===== config.mk =====
export PLATFORM = sky130hd
export DESIGN_NAME = serial_eight_bit_io_expander
export DESIGN_NICKNAME = d
export VERILOG_FILES = /design/src/rtl/expander_pkg.sv /design/src/rtl/bus_cond.sv /design/src/rtl/serial_eight_bit_io_expander.sv /design/src/rtl/sync2.sv
export SDC_FILE = /design/constraint.sdc
export NUM_CORES = 1
export LEC_CHECK = 0
export BUFFER_PORTS_ARGS = -buffer_cell sky130_fd_sc_hd__buf_2
export CELL_PAD_IN_SITES_DETAIL_PLACEMENT = 1
export CELL_PAD_IN_SITES_GLOBAL_PLACEMENT = 1
export CORE_MARGIN = 2
export CORE_UTILIZATION = 48
export CTS_BUF_LIST = sky130_fd_sc_hd__clkbuf_8
export DETAILED_ROUTE_END_ITERATION = 6
export PLACE_DENSITY = 0.84
export SLEW_MARGIN = 20
export SYNTH_ARGS = -nofsm -noshare
export SYNTH_HDL_FRONTEND = slang
export SYNTH_HIERARCHICAL = 1
export SYNTH_SLANG_ARGS = --single-unit

===== constraint.sdc =====
create_clock -name ref_clk_in -period 2.7 [get_ports ref_clk_in]
set_input_delay 0.81 -clock ref_clk_in [delete_from_list [all_inputs] [get_ports ref_clk_in]]
set_output_delay 0.81 -clock ref_clk_in [all_outputs]
set_load 0.03 [all_outputs]

===== src/rtl/expander_pkg.sv =====
package expander_pkg;
  // register select codes held in the low command bits
  localparam logic [1:0] SEL_INPUT = 2'h0;
  localparam logic [1:0] SEL_OUTPUT = 2'h1;
  localparam logic [1:0] SEL_INVERT = 2'h2;
  localparam logic [1:0] SEL_DIR = 2'h3;
  // fixed upper nibble of the 7-bit target address
  localparam logic [3:0] ADDR_FIXED = 4'h7;
  // position of the direction bit in the address byte
  localparam int RW_BIT = 0;
  // bits per byte on the link, as a counter value
  localparam logic [3:0] BIT_CNT_FULL = 4'h8;
  // reset values
  localparam logic [7:0] OUT_LATCH_RST = 8'hFF;
  localparam logic [7:0] INVERT_RST = 8'h00;
  localparam logic [7:0] DIR_RST = 8'hFF;
  localparam logic [7:0] POINTER_RST = 8'h00;

  // one-cycle link events found from the sampled clock and data
  typedef struct packed {
    logic start;
    logic stop;
    logic scl_rise;
    logic scl_fall;
  } bus_ev_t;

  // link engine states
  typedef enum logic [4:0] {
    ST_IDLE = 5'h01,
    ST_RX = 5'h02,
    ST_ACK = 5'h04,
    ST_TX = 5'h08,
    ST_MACK = 5'h10
  } state_t;

  // which byte of a write transfer is being received
  typedef enum logic [2:0] {
    PH_ADDR = 3'h1,
    PH_CMD = 3'h2,
    PH_DATA = 3'h4
  } phase_t;
endpackage


===== src/rtl/bus_cond.sv =====
`timescale 1ns/1ns
module bus_cond (
  input wire logic ref_clk_in, // system clock
  input wire logic nrst_in, // synchronous reset, active low
  input wire logic scl_in, // synchronised link clock
  input wire logic sda_in, // synchronised link data
  output expander_pkg::bus_ev_t ev_out // one-cycle link events
);
  import expander_pkg::*;

  logic scl_q; // link clock one cycle ago
  logic sda_q; // link data one cycle ago

  // history of both lines, idle high
  always_ff @(posedge ref_clk_in) begin
    if (!nrst_in) begin
      scl_q <= 1'b1;
      sda_q <= 1'b1;
    end else begin
      scl_q <= scl_in;
      sda_q <= sda_in;
    end
  end

  // data moving while clock stays high marks start or stop
  assign ev_out.start = scl_in && scl_q && sda_q && !sda_in;
  assign ev_out.stop = scl_in && scl_q && !sda_q && sda_in;
  assign ev_out.scl_rise = scl_in && !scl_q;
  assign ev_out.scl_fall = !scl_in && scl_q;
endmodule


===== src/rtl/serial_eight_bit_io_expander.sv =====
`timescale 1ns/1ns
// What this block does
// RQ1: answer address 0111 plus three strap inputs
// RQ2: last address bit one means read
// RQ3: first byte after write address is command
// RQ4: two low command bits pick register
// RQ5: command only in writes, pointer persists
// RQ6: input register shows all pin levels
// RQ7: writes to input register acked, discarded
// RQ8: latch drives only pins set output
// RQ9: latch read returns flip-flops, not pins
// RQ10: polarity bit one inverts reported input
// RQ11: direction one releases pin, zero drives
// RQ12: write bytes land in selected register, unlimited
// RQ13: master writes command, restarts, then reads
// RQ14: restart keeps currently selected register
// RQ15: read data captured at ack clock rise
// RQ16: master ends read by withholding ack
// RQ17: pointer at zero allows direct input read
// RQ18: stop anywhere releases data, returns idle
// RQ19: input edges raise interrupt; read clears
// RQ20: output pins never raise interrupt
// RQ21: acknowledge each received byte by pulling low
// RQ22: wrong address gets no ack, bus left alone
// RQ23: command bits above two are ignored
// RQ24: reset selects input register, engine idle
module serial_eight_bit_io_expander (
  input wire logic ref_clk_in, // 100 MHz system clock
  input wire logic nrst_in, // synchronous reset, active low
  input wire logic scl_in, // link clock pin level
  input wire logic sda_in, // link data pin level
  output logic sda_out, // link data drive value, always low
  output logic sda_oe_n_out, // low while pulling link data low
  input wire logic addr_strap_0_in, // address strap, bit 0
  input wire logic addr_strap_1_in, // address strap, bit 1
  input wire logic addr_strap_2_in, // address strap, bit 2
  input wire logic [7:0] port_pin_in, // port pin levels
  output logic [7:0] port_pin_out, // port pin drive values
  output logic [7:0] port_pin_oe_n_out, // low where the pin is driven
  output logic int_n_out, // interrupt drive value, always low
  output logic int_oe_n_out // low while the interrupt is raised
);
  import expander_pkg::*;

  logic [12:0] raw_in; // every outside level, gathered
  logic [12:0] sync_q; // the same after two flip-flops
  logic scl_s; // synced link clock
  logic sda_s; // synced link data
  logic [2:0] strap_s; // synced address straps
  logic [7:0] pin_s; // synced port pins
  bus_ev_t ev; // link events this cycle

  state_t state; // link engine state
  state_t next_state; // its next value
  phase_t phase; // role of the byte being received
  logic [3:0] bit_cnt; // clock rises seen in this byte
  logic [7:0] rx_shift; // byte being received
  logic [7:0] tx_shift; // byte being sent, msb on the wire
  logic [7:0] next_tx_shift; // its next value
  logic rw_read; // current transfer reads from us
  logic mack_ok; // master acknowledged the last byte
  logic next_sda_oe_n; // next data line enable

  logic [7:0] register_pointer; // last command byte
  logic [7:0] output_latch; // output latch flip-flops
  logic [7:0] input_polarity_invert; // per-pin inversion of reports
  logic [7:0] pin_direction; // one marks an input pin
  logic [7:0] in_snapshot; // pin levels at the last input read
  logic int_pend; // some input pin differs from the snapshot
  logic [1:0] settle_cnt; // cycles since reset, stops at three
  logic settling; // synchronisers still show their reset ones

  logic [1:0] ptr_sel; // register chosen by the pointer
  logic [7:0] input_level; // value the input register reports
  logic [7:0] read_val; // value of the selected register
  logic byte_end; // eighth bit received, clock now low
  logic addr_match; // received address is ours
  logic wr_cmd; // command byte complete
  logic wr_data; // data byte complete
  logic ack_rise_rd; // rising edge of an ack clock in a read
  logic tx_fall; // clock fall inside a sent byte

  // all pins cross into our clock before use
  assign raw_in = {scl_in, sda_in, addr_strap_2_in, addr_strap_1_in, addr_strap_0_in,
                   port_pin_in};

  sync2 #(.WIDTH(13)) u_sync (
    .ref_clk_in(ref_clk_in),
    .nrst_in(nrst_in),
    .async_in(raw_in),
    .sync_out(sync_q)
  );

  assign scl_s = sync_q[12];
  assign sda_s = sync_q[11];
  assign strap_s = sync_q[10:8];
  assign pin_s = sync_q[7:0];

  bus_cond u_cond (
    .ref_clk_in(ref_clk_in),
    .nrst_in(nrst_in),
    .scl_in(scl_s),
    .sda_in(sda_s),
    .ev_out(ev)
  );

  // decode of the pointer and the register read path
  assign ptr_sel = register_pointer[1:0]; // RQ23
  assign input_level = pin_s ^ input_polarity_invert; // RQ6 RQ10
  assign read_val = (ptr_sel == SEL_INPUT) ? input_level :
                    (ptr_sel == SEL_OUTPUT) ? output_latch : // RQ9
                    (ptr_sel == SEL_INVERT) ? input_polarity_invert :
                    pin_direction; // RQ4

  // byte and event decode
  assign byte_end = (state == ST_RX) && ev.scl_fall && (bit_cnt == BIT_CNT_FULL);
  assign addr_match = rx_shift[7:1] == {ADDR_FIXED, strap_s}; // RQ1
  assign wr_cmd = byte_end && (phase == PH_CMD); // RQ3 RQ5
  assign wr_data = byte_end && (phase == PH_DATA);
  assign ack_rise_rd = ev.scl_rise && ((state == ST_ACK && rw_read) || state == ST_MACK);
  assign tx_fall = (state == ST_TX) && ev.scl_fall;

  // next engine state; start and stop win from any state
  always_comb begin
    next_state = state;
    if (ev.start) begin
      next_state = ST_RX; // repeated start keeps the pointer
    end else if (ev.stop) begin
      next_state = ST_IDLE; // RQ18
    end else begin
      unique case (state)
        ST_IDLE: begin
          next_state = ST_IDLE;
        end
        ST_RX: begin
          // foreign address: stay off the bus until the next start
          if (byte_end) begin
            next_state = (phase != PH_ADDR || addr_match) ? ST_ACK : ST_IDLE; // RQ22
          end
        end
        ST_ACK: begin
          if (ev.scl_fall) begin
            next_state = rw_read ? ST_TX : ST_RX; // RQ2
          end
        end
        ST_TX: begin
          if (ev.scl_fall && bit_cnt == BIT_CNT_FULL) begin
            next_state = ST_MACK;
          end
        end
        ST_MACK: begin
          // a missing master ack ends the read
          if (ev.scl_fall) begin
            next_state = mack_ok ? ST_TX : ST_IDLE; // RQ16
          end
        end
        default: begin
          next_state = ST_IDLE;
        end
      endcase
    end
  end

  // outgoing byte: load at each ack rise of a read, shift on each inner fall
  assign next_tx_shift = ack_rise_rd ? read_val : // RQ15
                         (tx_fall && bit_cnt != BIT_CNT_FULL) ? {tx_shift[6:0], 1'b0} :
                         tx_shift;

  // data line: pulled low for acks and for zero bits sent
  always_comb begin
    next_sda_oe_n = 1'b1;
    if (next_state == ST_ACK) begin
      next_sda_oe_n = 1'b0; // RQ21
    end else if (next_state == ST_TX) begin
      next_sda_oe_n = next_tx_shift[7];
    end
  end

  // state and data line register
  always_ff @(posedge ref_clk_in) begin
    if (!nrst_in) begin
      state <= ST_IDLE; // RQ24
      sda_oe_n_out <= 1'b1;
    end else begin
      state <= next_state;
      sda_oe_n_out <= next_sda_oe_n; // RQ18
    end
  end

  // bit counter restarts at each start and after every ack bit
  always_ff @(posedge ref_clk_in) begin
    if (!nrst_in || ev.start || (ev.scl_fall && (state == ST_ACK || state == ST_MACK))) begin
      bit_cnt <= 4'h0;
    end else if (ev.scl_rise && (state == ST_RX || state == ST_TX)) begin
      bit_cnt <= bit_cnt + 4'h1;
    end
  end

  // shift registers; data is sampled while the clock is high
  always_ff @(posedge ref_clk_in) begin
    if (!nrst_in) begin
      rx_shift <= 8'h00;
      tx_shift <= 8'h00;
    end else begin
      if (ev.scl_rise && state == ST_RX) begin
        rx_shift <= {rx_shift[6:0], sda_s};
      end
      tx_shift <= next_tx_shift;
    end
  end

  // master ack seen on the ack clock rise
  always_ff @(posedge ref_clk_in) begin
    if (!nrst_in) begin
      mack_ok <= 1'b0;
    end else if (ev.scl_rise && state == ST_MACK) begin
      mack_ok <= !sda_s;
    end
  end

  // byte role and direction of the transfer
  always_ff @(posedge ref_clk_in) begin
    if (!nrst_in || ev.start) begin
      phase <= PH_ADDR;
      rw_read <= 1'b0;
    end else if (byte_end && phase == PH_ADDR && addr_match) begin
      phase <= PH_CMD;
      rw_read <= rx_shift[RW_BIT]; // RQ2 RQ13
    end else if (wr_cmd) begin
      phase <= PH_DATA; // RQ12
    end
  end

  // command byte; a read leaves it alone, so it keeps steering reads
  always_ff @(posedge ref_clk_in) begin
    if (!nrst_in) begin
      register_pointer <= POINTER_RST; // RQ24 RQ17
    end else if (wr_cmd) begin
      register_pointer <= rx_shift; // RQ3 RQ5 RQ14
    end
  end

  // writable registers; a byte aimed at the input register is dropped
  always_ff @(posedge ref_clk_in) begin
    if (!nrst_in) begin
      output_latch <= OUT_LATCH_RST;
      input_polarity_invert <= INVERT_RST;
      pin_direction <= DIR_RST;
    end else if (wr_data) begin
      if (ptr_sel == SEL_OUTPUT) begin
        output_latch <= rx_shift; // RQ12
      end
      if (ptr_sel == SEL_INVERT) begin
        input_polarity_invert <= rx_shift;
      end
      if (ptr_sel == SEL_DIR) begin
        pin_direction <= rx_shift; // RQ7
      end
    end
  end

  // pins: latch value always offered, driver enabled per direction bit
  assign port_pin_out = output_latch; // RQ8
  assign port_pin_oe_n_out = pin_direction; // RQ11
  assign sda_out = 1'b0;
  assign int_n_out = 1'b0;

  // interrupt compares input pins with the levels last read; a pin
  // returning to its old level clears it without any read
  assign int_pend = |((pin_s ^ in_snapshot) & pin_direction); // RQ19 RQ20

  // the synchronisers read all ones through reset, so the true pin
  // levels only arrive two cycles later; wait for them
  always_ff @(posedge ref_clk_in) begin
    if (!nrst_in) begin
      settle_cnt <= 2'h0;
    end else if (settling) begin
      settle_cnt <= settle_cnt + 2'h1;
    end
  end
  assign settling = settle_cnt != 2'h3;

  // snapshot taken while settling and at each input register ack rise;
  // a pin turned from output to input may raise a false interrupt
  always_ff @(posedge ref_clk_in) begin
    if (!nrst_in) begin
      in_snapshot <= 8'hFF;
    end else if (settling || (ack_rise_rd && ptr_sel == SEL_INPUT)) begin
      in_snapshot <= pin_s; // RQ19
    end
  end

  // open-drain interrupt, registered; held off while settling
  always_ff @(posedge ref_clk_in) begin
    if (!nrst_in) begin
      int_oe_n_out <= 1'b1;
    end else begin
      int_oe_n_out <= !(int_pend && !settling); // RQ19
    end
  end
endmodule


===== src/rtl/sync2.sv =====
`timescale 1ns/1ns
module sync2 #(
  parameter int WIDTH = 1
) (
  input wire logic ref_clk_in, // system clock
  input wire logic nrst_in, // synchronous reset, active low
  input wire logic [WIDTH-1:0] async_in, // levels from outside this clock domain
  output logic [WIDTH-1:0] sync_out // levels after two flip-flops
);
  logic [WIDTH-1:0] meta; // first stage, read only by the second

  // resets high: idle bus lines and pulled-up pins read one
  always_ff @(posedge ref_clk_in) begin
    if (!nrst_in) begin
      meta <= '1;
      sync_out <= '1;
    end else begin
      meta <= async_in;
      sync_out <= meta;
    end
  end
endmodule


==> results.txt <==
----------------------------------------------------
[Pwr]
  Worst VDD drop ... 0.000347 V
  Power density of the placed cells ... 574 nW/µm²
  Clk pwr share ... 39.1%
  Cell-internal power ... 0.00203 W
  Fraction of power consumed by combinational cells ... 5.1%
  Switching share of power ... 22.8%
  Sequential fraction of design power ... 55.8%
  Standby leakage power ... 1.95 nW
  Sw power ... 0.000600 W
  Total chip power ... 0.00263 W

[Clock tree]
  Clock-pin slew of the registers on the worst-case setup and hold paths ... 0.09 ns
  Number of clock sinks ... 96
  Post-CTS setup buffer count ... 0
  Number of buffers inserted during clock tree synthesis ... 9
  Resize count post-CTS ... 0
  Hold-fix buffers, CTS ... 0
  Maximum level of the CTS H-tree ... 3
  Root buffer cell ... clkbuf_8
  Maximum root-to-sink buffer count ... 2
  CTS tree ... done
  Clock insertion delay at the later pin of the skew report ... 0.37 ns

[Placed design]
  DP HPWL ... 7330 µm
  Global placement routability congestion ... 0.772
  Number of buffers inserted by port buffering ... 32
  Post-DP Area ... 4360 µm²
  Count of placed standard cells including taps ... 538

[Floorplanning]
  Row count ... 33
  Die area ... 9190 µm²
  Number of placed I/O pins ... 35
  Height of the chip ... 95.9 µm
  Die boundary width ... 95.9 µm
  Total core area ... 8220 µm²
  Effective utilization at floorplan ... 49.3%

[Layout]
  Area overhead of the layout relative to synthesis ... 12.8%
  Filler Cell Count ... 927
  Utilization of the core after routing ... 55.7%
  Fraction of final layout cells with drive strength greater than 1 ... 17.0%
  Fin nets ... 462
  Antenna diode count ... 0
  Finished layout cell area ... 4570 µm²
  Non-filler instance count after layout ... 553

[Drt]
  Remaining routing DRC violations ... 0
  1st-pass router iterations ... 4
  WL/cell ... 18.6 µm
  Via density ... 5.57
  Number of DRC violations after detailed-routing iteration 0 ... 149
  DR vias ... 3,079
  Remaining antenna violation count ... 0
  Routed Wire Length ... 10,300 µm

[STA]
  Peak clock frequency supported by timing ... 415 MHz
  Setup Viol. Count Final ... 0
  Slew margin rel. ... 48.9%
  Setup total negative slack ... 0 ns
  Clock period minus final worst setup slack ... 2.41 ns
  Crit share post-route ... 89.3%
  Final Hold Vio Count ... 0
  Skew final ... 0.0108 ns
  RSZ-0062 raised after global routing ... false
  Count of pins over their slew limit ... 0
  Slew at the pin with the worst max-slew slack ... 0.766 ns

[Critical path]
  Critical Path Fanout Max ... 8
  Reg-to-Reg Start ... u_cond/scl_q
  Minimum setup slack among reg-to-reg paths ... 0.29 ns
  Capture point of the worst reg-to-reg path ... port_pin_oe_n_out[0]
  CP Cell Sequence ... nor2b_1 -> nand4b_1 -> nor4_4 -> nand4_2 -> mux2i_1 -> nand2_1
  Capturing element type of the critical path ... flip-flop
  Critical Path Sink ... port_pin_oe_n_out[0]
  Endpoint required time on the critical path ... 2.93 ns
  Arrival time at the worst endpoint ... 2.63 ns
  Worst Setup SP ... u_cond/scl_q
  Worst setup path class ... flip-flop to flip-flop
  Crit path max-delay cell type ... nand4_2
  Cell depth of the worst flop-to-flop path ... 6
  Category of the worst setup path launch point ... flip-flop
  Largest stage delay on the critical path ... 0.42 ns

[Synthesis]
  Leading cell types by count after synthesis ... 96 x dfxtp_1, 48 x mux2i_1, 42 x nand2_1
  Portion of synthesized cell area occupied by the leading cell type ... 47.4%
  Number of flip-flops and latches in the synthesized netlist ... 96
  Unique cell type count in the Yosys netlist ... 56
  Most instantiated flip-flop cell in the synthesis netlist ... dfxtp_1
  Async SR Flop Fraction ... 0%
  Post-synth EDFFs ... 0
  Seq/Total Area, Yosys ... 47.4%
  Top-count cell post-synth ... dfxtp_1
  Cell type with the largest total area after synthesis ... dfxtp_1
  Synth top area cells ... dfxtp_1 47%, mux2i_1 12%, nand2b_1 4.9%
  Number of warning messages in the yosys log ... 6
  Summed instance area of the synthesized netlist ... 4050 µm²
  Number of instances in the synthesized netlist ... 406
  Syn Area/Cell ... 9.98 µm²

[Run]
  Count of maximum capacitance violations ... 0

[Global routing]
  Vias in the first global route ... 3,249
  Maximum number of pins on one net before global-route repair ... 48
  Combined global-route utilization of all metal layers ... 24.2%
  Wire length of the first global-routing pass ... 16,500 µm
  Remaining global-route overflow ... 0
  Antenna violations before repair ... 0

[Run status]
  Run status ... complete, no violations

[Hold path]
  Min-delay worst type ... flip-flop to flip-flop

----------------------------------------------------
==> logic make-up after synthesis <==
group | after synthesis | share of synthesized area [%]
AND/OR/NAND/NOR | 160 | 22.0
buffers and inverters | 24 | 2.59
XOR/XNOR | 23 | 4.97
multiplexers | 52 | 13.0
AO/OA/AOI/OAI | 47 | 8.98
other | 1 | 0.0925
adder cells (fa/ha/maj) | 3 | 0.926
flip-flops | 96 | 47.4
==> critical path, delay by kind of cell (launching register included) <==
family / cells / cell delay (ns)
flip-flops: 1 / 0.36
multiplexers: 1 / 0.29
AND/OR/NAND/NOR: 5 / 1.61
==> layout make-up <==
cell class	instances	area [µm²]	share of cell area [%]
clock inverter	6	92.6	2.02
multi-input combinational	287	2030	44.4
tap	105	131	2.87
timing repair buffer	44	250	5.47
clock buffer	9	124	2.71
sequential	96	1920	42.0
inverter	6	22.5	0.492
==> power groups by stage <==
stage	Combinational (W)	Sequential (W)	Clock, W
2_1_floorplan	0.0000954	0.00149	0
3_3_place_gp	0.000129	0.00150	0
3_5_place_dp	0.000134	0.00150	0
4_1_cts	0.000136	0.00147	0.00105
5_1_grt	0.000148	0.00147	0.00111
6_report	0.000134	0.00147	0.00103
==> cells in the final DEF (no fill, tap or decap), types with 5 or more instances in the layout <==
cell | Yosys | final
inv_1 | 5 | 5
nor3_1 | 9 | 9
clkbuf_8 | 0 | 9
xnor2_1 | 7 | 7
nor2_1 | 31 | 31
a21oi_1 | 9 | 9
a22oi_1 | 5 | 5
dfxtp_1 | 96 | 96
buf_2 | 3 | 32
nand2b_1 | 32 | 32
nor2b_1 | 7 | 7
a31oi_1 | 5 | 5
mux2i_1 | 48 | 48
buf_4 | 3 | 12
nand2_1 | 42 | 42
nand3_1 | 6 | 6
xor2_1 | 16 | 16
or2b_1 | 5 | 5
o211ai_1 | 5 | 5
==> flip-flops by register name, summed over array words and instances, names as in the netlist, 3 cells and up <==
name and cells:
bit_cnt 4, u_sync/sync_out 13, port_pin_out 8, state 5, port_pin_oe_n_out 8, rx_shift 8, tx_shift 8, phase 3
input_polarity_invert 8, u_sync/meta 13, in_snapshot 8
==> per-stage QoR <==
stage	worst slack, ns	hold WS [ns]
2_1_floorplan	0.599	0.385
3_3_place_gp	0.405	0.389
3_5_place_dp	0.281	0.394
4_1_cts	0.213	0.416
5_1_grt	0.0454	0.432
6_report	0.290	0.414
==> worst min-delay path by stage <==
stage,startpoint,end,cells past startpoint
6_report,u_sync/meta[0],u_sync/sync_out[0],1
5_1_grt,u_sync/meta[11],u_sync/sync_out[11],1
4_1_cts,u_sync/meta[0],u_sync/sync_out[0],1
3_5_place_dp,u_sync/meta[9],u_sync/sync_out[9],1
3_3_place_gp,u_sync/meta[5],u_sync/sync_out[5],1
2_1_floorplan,u_sync/meta[10],u_sync/sync_out[10],1
==> layer usage <==
metal / vias to the layer above / track usage, % / part of all wire, %
li1: 1484 / - / -
met1: 1522 / 29.5 / 44
met2: 58 / 42.3 / 51
met3: 15 / 5.17 / 3.3
met4: 0 / 7.98 / 1.6
met5: - / 0 / 0
Note: power is estimated with default switching activity, not from simulation.
